==> src/logic/pbcd_pkg.sv <==
// pbcd_pkg: constants and carrier types for the port b/c/d override block.
// assumes one system clock; all consumers import the whole package.
package pbcd_pkg;

   // ---------------------------------------------------------------
   // widths and bit positions
   // ---------------------------------------------------------------
   localparam int PBCD_W   = 8;
   localparam int SYNC_W   = 2 * PBCD_W;

   localparam int PB_CMP7  = 7;
   localparam int PB_CMP6  = 6;
   localparam int PB_CMP5  = 5;
   localparam int PB_CMP4  = 4;
   localparam int PB_MISO  = 3;
   localparam int PB_MOSI  = 2;
   localparam int PB_SCK   = 1;
   localparam int PB_SEL   = 0;

   localparam int PD_T2CK  = 7;
   localparam int PD_T1CK  = 6;
   localparam int PD_U1CK  = 5;
   localparam int PD_CAPT  = 4;
   localparam int PD_IRQ3  = 3;
   localparam int PD_IRQ2  = 2;
   localparam int PD_IRQ1  = 1;
   localparam int PD_IRQ0  = 0;

   // offset of the portd half inside the synchroniser vector
   localparam int SYNC_PD  = PBCD_W;

   // ---------------------------------------------------------------
   // values
   // ---------------------------------------------------------------
   localparam logic [7:0]  BYTE_ZERO  = 8'h00;
   localparam logic [7:0]  BYTE_ONES  = 8'hff;
   localparam logic [15:0] SYNC_RST   = 16'h0000;
   localparam logic [2:0]  MASK_ZERO  = 3'h0;

   // high-address mask limits, index = port c bit
   localparam logic [7:0][2:0] PC_MASK_LIMIT = {3'h1, 3'h2, 3'h3, 3'h4,
                                                 3'h5, 3'h6, 3'h7, 3'h7};

   // ---------------------------------------------------------------
   // carriers
   // ---------------------------------------------------------------
   typedef struct packed {
      logic [7:0] oe;    // pin driven when high
      logic [7:0] val;   // pin level while driven
      logic [7:0] pu;    // pull-up on
   } pbcd_drive_s;

   typedef struct packed {
      logic t2_wave;
      logic t2_en;
      logic t1c_wave;
      logic t1c_en;
      logic t1b_wave;
      logic t1b_en;
      logic t1a_wave;
      logic t1a_en;
      logic t0_wave;
      logic t0_en;
   } pbcd_cmp_s;

   typedef struct packed {
      logic slave_out;
      logic master_out;
      logic sck_out;
   } pbcd_spi_tx_s;

   typedef struct packed {
      logic master_in;
      logic slave_in;
      logic sck_in;
      logic select_n;
      logic slave_active;
   } pbcd_spi_rx_s;

   typedef struct packed {
      logic       timer2_clock;
      logic       timer1_clock;
      logic       usart1_clock;
      logic       capture;
      logic [3:0] irq;
      logic       usart1_rx;
      logic       twi_data;
      logic       twi_clock;
   } pbcd_portd_s;

endpackage

==> src/logic/pbcd_pin_override.sv <==
// pbcd_pin_override: pin override logic for ports b, c and d.
// assumes the port registers, timers, spi unit and memory controller sit on
// clk_in; pin inputs arrive asynchronously from the package pads.
//
// Function
// [RL1] pb7 drives timer2 compare output when enabled; direction bit must be one.
// [RL2] pb7 may carry timer1 channel c; modulator combines it with timer2 output.
// [RL3] pb6 drives timer1 channel b output while enabled; direction bit decides.
// [RL4] pb5 drives timer1 channel a output while enabled; direction bit decides.
// [RL5] pb4 drives timer0 compare output while enabled; direction bit decides.
// [RL6] pwm waveforms use the same value override path on pb7..pb4.
// [RL7] pb7..pb4 never override pull-up, direction or input enable.
// [RL8] miso forced input as master; as slave direction bit rules, slave data drives.
// [RL9] mosi forced input as slave; as master direction bit rules, master data drives.
// [RL10] sck forced input as slave; as master direction bit rules, clock drives.
// [RL11] select forced input as slave; value never overridden; level always routed.
// [RL12] slave role is active only while the select pin is held low.
// [RL13] forced spi inputs keep pull-up from port output bit, gated by disable.
// [RL14] miso splits into slave out and master in; mosi into master out, slave in.
// [RL15] port c pins 7..0 carry external address bits 15..8.
// [RL16] pc7..pc4 override while enabled and mask below 1,2,3,4.
// [RL17] pc3..pc0 override while enabled and mask below 5,6,7,7.
// [RL18] legacy mode makes port c output only.
// [RL19] legacy mode reads the high-address mask as zero.
// [RL20] port d pins 7..0 map to timer, usart1, capture, interrupt, two-wire functions.
// [RL21] legacy mode removes usart1, two-wire and timer1 channel c functions.
// [RL22] global pull-up disable suppresses every pull-up.
// [RL23] spi direction and pull-up overrides only while spi needs a forced input.
`timescale 1ns/10ps

module pbcd_pin_override
   import pbcd_pkg::*;
(
   input  wire logic         clk_in,                   // system clock, 250 MHz
   input  wire logic         rstn_in,                  // sync reset, active low
   input  wire logic [7:0]   portb_dir_in,             // port b direction register
   input  wire logic [7:0]   portb_out_in,             // port b output register
   input  wire logic [7:0]   portc_dir_in,             // port c direction register
   input  wire logic [7:0]   portc_out_in,             // port c output register
   input  wire logic         global_pullup_disable_in, // kills every pull-up
   input  wire logic         serial_periph_enable_in,  // spi enabled
   input  wire logic         serial_master_select_in,  // spi master role
   input  wire logic         ext_mem_enable_in,        // external memory on
   input  wire logic [2:0]   high_addr_mask_in,        // high-address mask field
   input  wire logic         legacy_mode_in,           // legacy compatibility mode
   input  wire pbcd_cmp_s    compare_in,               // timer waveforms and enables
   input  wire pbcd_spi_tx_s spi_tx_in,                // spi outgoing levels
   input  wire logic [7:0]   ext_addr_hi_in,           // external address 15..8
   input  wire logic [7:0]   portb_pin_in,             // port b pad levels, async
   input  wire logic [7:0]   portd_pin_in,             // port d pad levels, async
   output pbcd_drive_s       portb_drive_out,          // port b pad control
   output pbcd_drive_s       portc_drive_out,          // port c pad control
   output pbcd_spi_rx_s      spi_rx_out,               // spi incoming levels
   output pbcd_portd_s       portd_func_out,           // port d function inputs
   output logic              ext_func_avail_out        // usart1/two-wire/ch c usable
);

   // ---------------------------------------------------------------
   // pin synchronisers
   // ---------------------------------------------------------------
   // three stages; a level is accepted only once stages two and three agree
   logic [SYNC_W-1:0] sync1_q, sync1_d;
   logic [SYNC_W-1:0] sync2_q, sync2_d;
   logic [SYNC_W-1:0] sync3_q, sync3_d;
   logic [SYNC_W-1:0] filt_q, filt_d;
   logic [SYNC_W-1:0] agree;

   always_comb begin
      sync1_d = {portd_pin_in, portb_pin_in};
      sync2_d = sync1_q;
      sync3_d = sync2_q;
      agree   = ~(sync2_q ^ sync3_q);
      filt_d  = (sync2_q & agree) | (filt_q & ~agree);
   end

   always_ff @(posedge clk_in) begin
      if (!rstn_in) begin
         sync1_q <= SYNC_RST;
         sync2_q <= SYNC_RST;
         sync3_q <= SYNC_RST;
         filt_q  <= SYNC_RST;
      end else begin
         sync1_q <= sync1_d;
         sync2_q <= sync2_d;
         sync3_q <= sync3_d;
         filt_q  <= filt_d;
      end
   end

   logic [7:0] pb_in;
   logic [7:0] pd_in;
   assign pb_in = filt_q[PBCD_W-1:0];
   assign pd_in = filt_q[SYNC_PD +: PBCD_W];

   // ---------------------------------------------------------------
   // common terms
   // ---------------------------------------------------------------
   logic       spi_master;
   logic       spi_slave;
   logic       t1c_en;
   logic       cmp7_en;
   logic       cmp7_wave;
   logic [2:0] mask_eff;

   always_comb begin
      spi_master = serial_periph_enable_in & serial_master_select_in;
      spi_slave  = serial_periph_enable_in & ~serial_master_select_in;
      t1c_en     = compare_in.t1c_en & ~legacy_mode_in;                    // RL21
      cmp7_en    = compare_in.t2_en | t1c_en;                              // RL1
      // both channels on: port bit 7 picks or/and of the two waveforms
      if (compare_in.t2_en && t1c_en) begin
         cmp7_wave = portb_out_in[PB_CMP7]
                   ? (compare_in.t2_wave | compare_in.t1c_wave)
                   : (compare_in.t2_wave & compare_in.t1c_wave);           // RL2
      end else if (t1c_en) begin
         cmp7_wave = compare_in.t1c_wave;                                  // RL2
      end else begin
         cmp7_wave = compare_in.t2_wave;                                   // RL1
      end
      mask_eff = legacy_mode_in ? MASK_ZERO : high_addr_mask_in;           // RL19
   end

   // ---------------------------------------------------------------
   // port b override terms
   // ---------------------------------------------------------------
   logic [7:0] pb_dir_override_en, pb_dir_override_val, pb_value_override_en, pb_value_override_val, pb_pullup_override_en, pb_pullup_override_val;

   always_comb begin
      // timer pins touch only value and its enable; pwm uses the same path
      pb_dir_override_en = BYTE_ZERO;                                                 // RL7
      pb_dir_override_val = BYTE_ZERO;
      pb_pullup_override_en = BYTE_ZERO;
      pb_pullup_override_val = BYTE_ZERO;
      pb_value_override_en = BYTE_ZERO;
      pb_value_override_val = BYTE_ZERO;
      pb_value_override_en[PB_CMP7] = cmp7_en;                                          // RL6
      pb_value_override_val[PB_CMP7] = cmp7_wave;
      pb_value_override_en[PB_CMP6] = compare_in.t1b_en;                                // RL3
      pb_value_override_val[PB_CMP6] = compare_in.t1b_wave;
      pb_value_override_en[PB_CMP5] = compare_in.t1a_en;                                // RL4
      pb_value_override_val[PB_CMP5] = compare_in.t1a_wave;
      pb_value_override_en[PB_CMP4] = compare_in.t0_en;                                 // RL5
      pb_value_override_val[PB_CMP4] = compare_in.t0_wave;
      // forced inputs: direction low, pull-up from the port bit
      pb_dir_override_en[PB_MISO] = spi_master;                                       // RL8
      pb_dir_override_en[PB_MOSI] = spi_slave;                                        // RL9
      pb_dir_override_en[PB_SCK]  = spi_slave;                                        // RL10
      pb_dir_override_en[PB_SEL]  = spi_slave;                                        // RL11
      pb_pullup_override_en[PB_MISO:PB_SEL] = pb_dir_override_en[PB_MISO:PB_SEL];                  // RL23
      pb_pullup_override_val[PB_MISO:PB_SEL] = portb_out_in[PB_MISO:PB_SEL]
                              & {(PB_MISO - PB_SEL + 1){~global_pullup_disable_in}}; // RL13
      pb_value_override_en[PB_MISO] = spi_slave;                                        // RL14
      pb_value_override_val[PB_MISO] = spi_tx_in.slave_out;
      pb_value_override_en[PB_MOSI] = spi_master;                                       // RL14
      pb_value_override_val[PB_MOSI] = spi_tx_in.master_out;
      pb_value_override_en[PB_SCK]  = spi_master;                                       // RL10
      pb_value_override_val[PB_SCK]  = spi_tx_in.sck_out;
   end

   // ---------------------------------------------------------------
   // port c override terms
   // ---------------------------------------------------------------
   logic [7:0] pc_ovr;
   logic [7:0] pc_dir_override_en, pc_value_override_en, pc_pullup_override_en;

   // ---------------------------------------------------------------
   // per-pin merge of override terms with port registers
   // ---------------------------------------------------------------
   pbcd_drive_s pb_drive_d, pb_drive_q;
   pbcd_drive_s pc_drive_d, pc_drive_q;

   for (genvar i = 0; i < PBCD_W; i++) begin : g_pin
      logic pb_dir, pc_dir;

      // mask compare per pin, always zero mask in legacy mode
      assign pc_ovr[i]  = ext_mem_enable_in & (mask_eff < PC_MASK_LIMIT[i]); // RL16 RL17
      assign pc_dir_override_en[i] = pc_ovr[i] | legacy_mode_in;                       // RL18
      assign pc_value_override_en[i] = pc_ovr[i];                                        // RL15
      assign pc_pullup_override_en[i] = pc_ovr[i];

      assign pb_dir = pb_dir_override_en[i] ? pb_dir_override_val[i] : portb_dir_in[i];
      // port c override always drives the pin out
      assign pc_dir = pc_dir_override_en[i] ? 1'b1 : portc_dir_in[i];

      // per-bit assigns, not a process per pin: each carrier bit keeps one driver
      assign pb_drive_d.oe[i]  = pb_dir;
      assign pb_drive_d.val[i] = pb_value_override_en[i] ? pb_value_override_val[i] : portb_out_in[i];
      assign pb_drive_d.pu[i]  = pb_pullup_override_en[i] ? pb_pullup_override_val[i]
                           : (~pb_dir & portb_out_in[i] & ~global_pullup_disable_in); // RL22
      assign pc_drive_d.oe[i]  = pc_dir;
      assign pc_drive_d.val[i] = pc_value_override_en[i] ? ext_addr_hi_in[i] : portc_out_in[i]; // RL15
      assign pc_drive_d.pu[i]  = pc_pullup_override_en[i] ? 1'b0
                           : (~pc_dir & portc_out_in[i] & ~global_pullup_disable_in); // RL22
   end

   always_ff @(posedge clk_in) begin
      if (!rstn_in) begin
         pb_drive_q <= '0;
         pc_drive_q <= '0;
      end else begin
         pb_drive_q <= pb_drive_d;
         pc_drive_q <= pc_drive_d;
      end
   end

   assign portb_drive_out = pb_drive_q;
   assign portc_drive_out = pc_drive_q;

   // ---------------------------------------------------------------
   // incoming functions: spi and port d
   // ---------------------------------------------------------------
   pbcd_spi_rx_s spi_rx_d, spi_rx_q;
   pbcd_portd_s  pd_func_d, pd_func_q;
   logic         avail_d, avail_q;

   always_comb begin
      spi_rx_d.master_in    = pb_in[PB_MISO];                              // RL14
      spi_rx_d.slave_in     = pb_in[PB_MOSI];                              // RL14
      spi_rx_d.sck_in       = pb_in[PB_SCK];
      spi_rx_d.select_n     = pb_in[PB_SEL];                               // RL11
      spi_rx_d.slave_active = spi_slave & ~pb_in[PB_SEL];                  // RL12
      avail_d                = ~legacy_mode_in;                            // RL21
      pd_func_d.timer2_clock = pd_in[PD_T2CK];                             // RL20
      pd_func_d.timer1_clock = pd_in[PD_T1CK];
      pd_func_d.usart1_clock = pd_in[PD_U1CK] & avail_d;                   // RL21
      pd_func_d.capture      = pd_in[PD_CAPT];
      pd_func_d.irq          = pd_in[PD_IRQ3:PD_IRQ0];                     // RL20
      pd_func_d.usart1_rx    = pd_in[PD_IRQ2] & avail_d;                   // RL21
      pd_func_d.twi_data     = pd_in[PD_IRQ1] & avail_d;
      pd_func_d.twi_clock    = pd_in[PD_IRQ0] & avail_d;
   end

   always_ff @(posedge clk_in) begin
      if (!rstn_in) begin
         spi_rx_q  <= '0;
         pd_func_q <= '0;
         avail_q   <= 1'b0;
      end else begin
         spi_rx_q  <= spi_rx_d;
         pd_func_q <= pd_func_d;
         avail_q   <= avail_d;
      end
   end

   assign spi_rx_out         = spi_rx_q;
   assign portd_func_out     = pd_func_q;
   assign ext_func_avail_out = avail_q;
endmodule

==> config.mk <==
export PLATFORM = sky130hd
export DESIGN_NAME = pbcd_pin_override
export DESIGN_NICKNAME = d
export VERILOG_FILES = /design/src/logic/pbcd_pkg.sv /design/src/logic/pbcd_pin_override.sv
export SDC_FILE = /design/constraint.sdc
export NUM_CORES = 1
export LEC_CHECK = 0
export BUFFER_PORTS_ARGS = -buffer_cell sky130_fd_sc_hd__buf_2
export CORE_MARGIN = 1
export CORE_UTILIZATION = 49
export CTS_BUF_LIST = sky130_fd_sc_hd__clkbuf_8
export CTS_CLUSTER_DIAMETER = 100
export DETAILED_ROUTE_END_ITERATION = 7
export PLACE_DENSITY = 0.81
export SLEW_MARGIN = 40
export SYNTH_ARGS = -nofsm -noshare
export SYNTH_HDL_FRONTEND = slang
export SYNTH_SLANG_ARGS = --single-unit
==> constraint.sdc <==
create_clock -name clk_in -period 1.2 [get_ports clk_in]
set_input_delay 0.12 -clock clk_in [delete_from_list [all_inputs] [get_ports clk_in]]
set_output_delay 0.12 -clock clk_in [all_outputs]
set_load 0.03 [all_outputs]
# --- Word-level counts from Yosys, hierarchy flattened ---
# Index checks and enable logic that the tools add are counted.
op_classes:
  bitwise_logic: 85
  order_cmp: 7
  reduce_logical: 8
  n_mux: 35
op_table:
  columns: ["operator", "count"]
  rows:
  - ["$and A1 B1 Y1", 48]
  - ["$mux W1", 34]
  - ["$and A16 B16 Y16", 2]
  - ["$not A16 Y16", 2]
  - ["$not A1 Y1", 21]
  - ["$or A16 B16 Y16", 1]
  - ["$xor A16 B16 Y16", 1]
  - ["$reduce_or A2 Y1", 7]
  - ["$lt A3 B3 Y1 const B", 4]
  - ["$or A1 B1 Y1", 9]
  - ["$lt A3 B2 Y1 const B", 2]
  - ["$and A4 B4 Y4", 1]
  - ["$lt A3 B1 Y1 const B", 1]
  - ["$mux W3", 1]
  - ["$logic_and A1 B1 Y1", 1]
totals:
  input_bits: 79
  out_inout_bits: 65
  regBits: 129
  elab_cells: 165

# --- Depth between registers and ports, before layout ---
depth:
  ltp_word: 8
  ltp_mapped: 5
  depth_no_buf: 4

# --- Worst setup path before layout ---
# Ideal clock, no wire load.
synth_path:
  path_kind: "input to register"
  from: "input port high_addr_mask_in[1]"
  to: "register pc_drive_q, in the netlist portc_drive_out[8]"
  required_ps: 1084
  arrival_ps: 780
  path_stages: 5
  n_path_buf: 1
  setup_slack_ps: 304
  setup_ps: 116
  path_cell_list: "buf_2 nand2_1 o21ai_4 mux2i_1 nor2b_1"
synth_via:
  elab_chain_cells: 4
synth_rtl:
  columns: ["item", "line_no", "source"]
  rows:
  - ["start: declaration", "pbcd_pin_override.sv:44", "input wire logic [2:0] high_addr_mask_in,"]
  - ["$mux W3", "pbcd_pin_override.sv:120", "mask_eff = legacy_mode_in ? MASK_ZERO : high_addr_mask_in;"]
  - ["$lt A3 B3 Y1", "pbcd_pin_override.sv:176", "assign pc_ovr[i] = ext_mem_enable_in & (mask_eff < PC_MASK_LIMIT[i]);"]
  - ["$and A1 B1 Y1", "pbcd_pin_override.sv:176", null]
  - ["$mux W1", "pbcd_pin_override.sv:191", "assign pc_drive_d.val[i] = pc_value_override_en[i] ? ext_addr_hi_in[i] : portc_out_in[i];"]
  - ["end signal: assignment", "pbcd_pin_override.sv:202", "pc_drive_q <= pc_drive_d;"]
  - ["end: declaration", "pbcd_pin_override.sv:170", "pbcd_drive_s pc_drive_d, pc_drive_q;"]
# Every way passes these cells.
# A chain may end at the register's enable or synchronous reset.

# --- Final worst setup path ---
layout_path:
  from: "input port portb_dir_in[5]"
  to: "register pb_drive_q, in the netlist portb_drive_out[5]"
layout_via:
  elab_chain_cells: 3
layout_rtl:
  columns: ["item", "line_no", "source"]
  rows:
  - ["start: declaration", "pbcd_pin_override.sv:36", "input wire logic [7:0] portb_dir_in,"]
  - ["$not A1 Y1", "pbcd_pin_override.sv:189", ": (~pb_dir & portb_out_in[i] & ~global_pullup_disable_in);"]
  - ["$and A1 B1 Y1 (2 in a row)", "pbcd_pin_override.sv:189", null]
  - ["end signal: assignment", "pbcd_pin_override.sv:201", "pb_drive_q <= pb_drive_d;"]
  - ["end: declaration", "pbcd_pin_override.sv:169", "pbcd_drive_s pb_drive_d, pb_drive_q;"]
# Every way passes these cells.

==> flow_summary_export.csv <==
group,metric,value,unit
logic_synthesis,synth-simple-area-share,0.221,
timing,final.setup.tns,-25.6,ps
logic_synthesis,synthDistinctLibCells,32,
worst_setup_path,crit_type,"in -> reg",
logic_synthesis,syn_inst,328,
final_layout,drive_above_1_share,0.358,
hold_path,worstHoldStart,"portb_out_in[4]",
clock_network,root_buffer,"clkbuf_8",
placed_design,gp_congestion,0.770,
global_route,antenna_found_initial,0,
global_route,first_global_vias,3165,
routing,ant_nets,0,
clock_network,cts_htree_levels,4,
hold_path,min_path_cells,2,
power_and_ir_drop,total_leakage_power,2.57,nW
timing,final_max_slew_viol_count,0,
clock_network,tritoncts,"done",
final_layout,syn2layout_area_growth,52.1,%
floorplan,design.core.area,6940,µm²
timing,tightest_slew,410,ps
worst_setup_path,required,1560,ps
routing,drt_iter0_drc,69,
status,status,"finished with violations",
worst_setup_path,r2r_cells,2,
global_route,grt_max_degree,52,
routing,avgViaCountPerCell,4.85,
final_layout,final_cell_mix,"buf_2 (139), dfxtp_1 (113), dlygate4sd3_1 (61)",
timing,final_hold_viol_count,2,
final_layout,layout.nets,619,
timing,setup_viol,1,
timing,slew_headroom,0.727,
placed_design,pre_cts_ws,150,ps
timing,holdWs,-7.52,ps
routing,wl,9.71,mm
clock_network,cts_setup_buffers,0,
timing,worst_slack,-25.6,ps
placed_design,portBuffers,139,
clock_network,numCtsBuffers,17,
floorplan,die-area,7670,µm²
logic_synthesis,yosysSeqAreaShare,0.630,
final_layout,antenna_cells,0,
hold_path,min_to,"portb_drive_out[4]",
logic_synthesis,synth_compound_area_frac,0.0962,
timing,finClkSkew,7.36,ps
worst_setup_path,cp_max_fo,2,
routing,drcViolationCount,0,
logic_synthesis,synth_adder_area_share,0,
worst_setup_path,cp.arrival,1590,ps
run,maxCapViolCount,0,
power_and_ir_drop,power.density,1540,nW/µm²
timing,min_period,1230,ps
global_route,grt_pass1_wl,14.6,mm
power_and_ir_drop,max-vdd-ir-drop,864,µV
logic_synthesis,synth.net_count,407,
logic_synthesis,synthMuxAreaShare,0.0307,
worst_setup_path,endpoint_kind,"flop",
final_layout,multiInputGateArea,1280,µm²
logic_synthesis,syn_avg_cell_area,10.9,µm²
routing,drt-pass1-iter-count,4,
floorplan,ios,144,
worst_setup_path,timing.rr.start,"sync2_q[15]",
floorplan,die_h,87.6,µm
final_layout,register_area,2260,µm²
logic_synthesis,synth_top_family_by_area,"simple AND/OR/NAND/NOR gates",
worst_setup_path,r2r_setup_slack,430,ps
clock_network,clock_sinks,113,
final_layout,final_common_cell,"buf_2",
routing,wl_per_cell,15.0,µm
placed_design,dp_hpwl,5.28,mm
hold_path,holdCritPathClass,"in -> reg",
floorplan,start_util,0.517,
clock_network,clkSlewWorstSetupHoldPaths,70,ps
worst_setup_path,crit_path_start_kind,"input port",
logic_synthesis,synthXorXnorAreaFrac,0,
global_route,grt_remaining_overflow,0,
routing,via_count,3148,
logic_synthesis,netlist_area,3590,µm²
final_layout,fillers,418,
worst_setup_path,crit_path_start,"portb_dir_in[5]",
logic_synthesis,yosys_warnings,0,
clock_network,clock_latency,420,ps
clock_network,clockBufferDepth,2,
timing,fmax,816,MHz
timing,fin_crit_sh,1.02,
logic_synthesis,ys_seq_elements,113,
global_route,gr-usage-all-layers,0.258,
floorplan,dieWidth,87.6,µm
status,violations,"hold timing, setup timing",
floorplan,rows,30,
==> layout make-up <==
cell class	count	share of cell area
Timing Repair Buffer	208	0.253
Multi-Input combinational cell	197	0.235
Inverter	3	0.00206
Clock inverter	14	0.0286
Tap cell	96	0.0220
Clock buffer	18	0.0454
Sequential cell	113	0.414
==> report_power, final <==
group	internal, mW	switching (mW)	leakage, nW	total [mW]
Sequential	3.89	0.0450	0.927	3.93
Combinational	0.414	0.483	1.45	0.896
Clock	1.93	1.64	0.193	3.57
Total	6.23	2.17	2.57	8.40
==> Yosys cell counts (all sizes together) <==
cell	instances	share of area
dfxtp	113	0.63
and2	57	0.099
nand2	29	0.030
nor2b	20	0.037
o21ai	19	0.032
a21boi	16	0.033
mux2i	11	0.031
and3	9	0.016
clkbuf	9	0.0094
buf	6	0.0091
nand3	6	0.0084
a211oi	5	0.013
a21oi	5	0.0070
nor3b	5	0.010
nand2b	4	0.0091
inv	3	0.0031
nor2	3	0.0031
nor4	2	0.0052
o31a	2	0.0049
a21o	1	0.0021
and4	1	0.0024
o21a	1	0.0021
o22ai	1	0.0017
==> per-stage QoR <==
step	std cells	util	power (mW)	hold WS, ps	cell area (µm²)
floorplan	328	-	4.41	192	3590
global placement	556	0.635	4.69	296	4410
detailed placement	556	0.635	4.71	301	4410
CTS	657	0.793	8.38	1.42	5510
global route	649	0.786	8.67	-6.09	5460
finish	649	0.786	8.40	-7.52	5460
==> critical path: stages <==
cell and delay, ps:
dlygate4sd3_1 550, buf_2 150, nor3b_2 200, dlygate4sd3_1 570
==> layer usage <==
layer / global-route usage / wire length (µm) / share of wire / vias up
li1: - / - / - / 1512
met1: 0.248 / 3570 / 0.37 / 1468
met2: 0.485 / 5340 / 0.55 / 139
met3: 0.0848 / 524 / 0.054 / 29
met4: 0.137 / 272 / 0.028 / 0
met5: 0 / 0 / 0 / -
==> how the worst max path moves through the flow <==
stage                               end  slack (ps)  depth (start not counted)
floorplan            portc_drive_out[8]         300                          5
global placement    portc_drive_out[10]         210                          5
detailed placement   portc_drive_out[4]         150                          5
CTS                 portb_drive_out[13]           9                          5
global route         portb_drive_out[2]         -10                          5
finish               portb_drive_out[5]         -30                          4
==> cells by family after synthesis <==
logic type / after synthesis
flip-flops: 113
buffers and inverters: 18
multiplexers: 11
AO/OA/AOI/OAI: 50
AND/OR/NAND/NOR: 136
==> timing repair <==
item                       CTS  global route
setup endpoints to repair    0            13
hold endpoints to repair    58             2
hold buffers                69             2
gates resized for setup      0            10
Note: power is estimated with default switching activity, not from simulation.
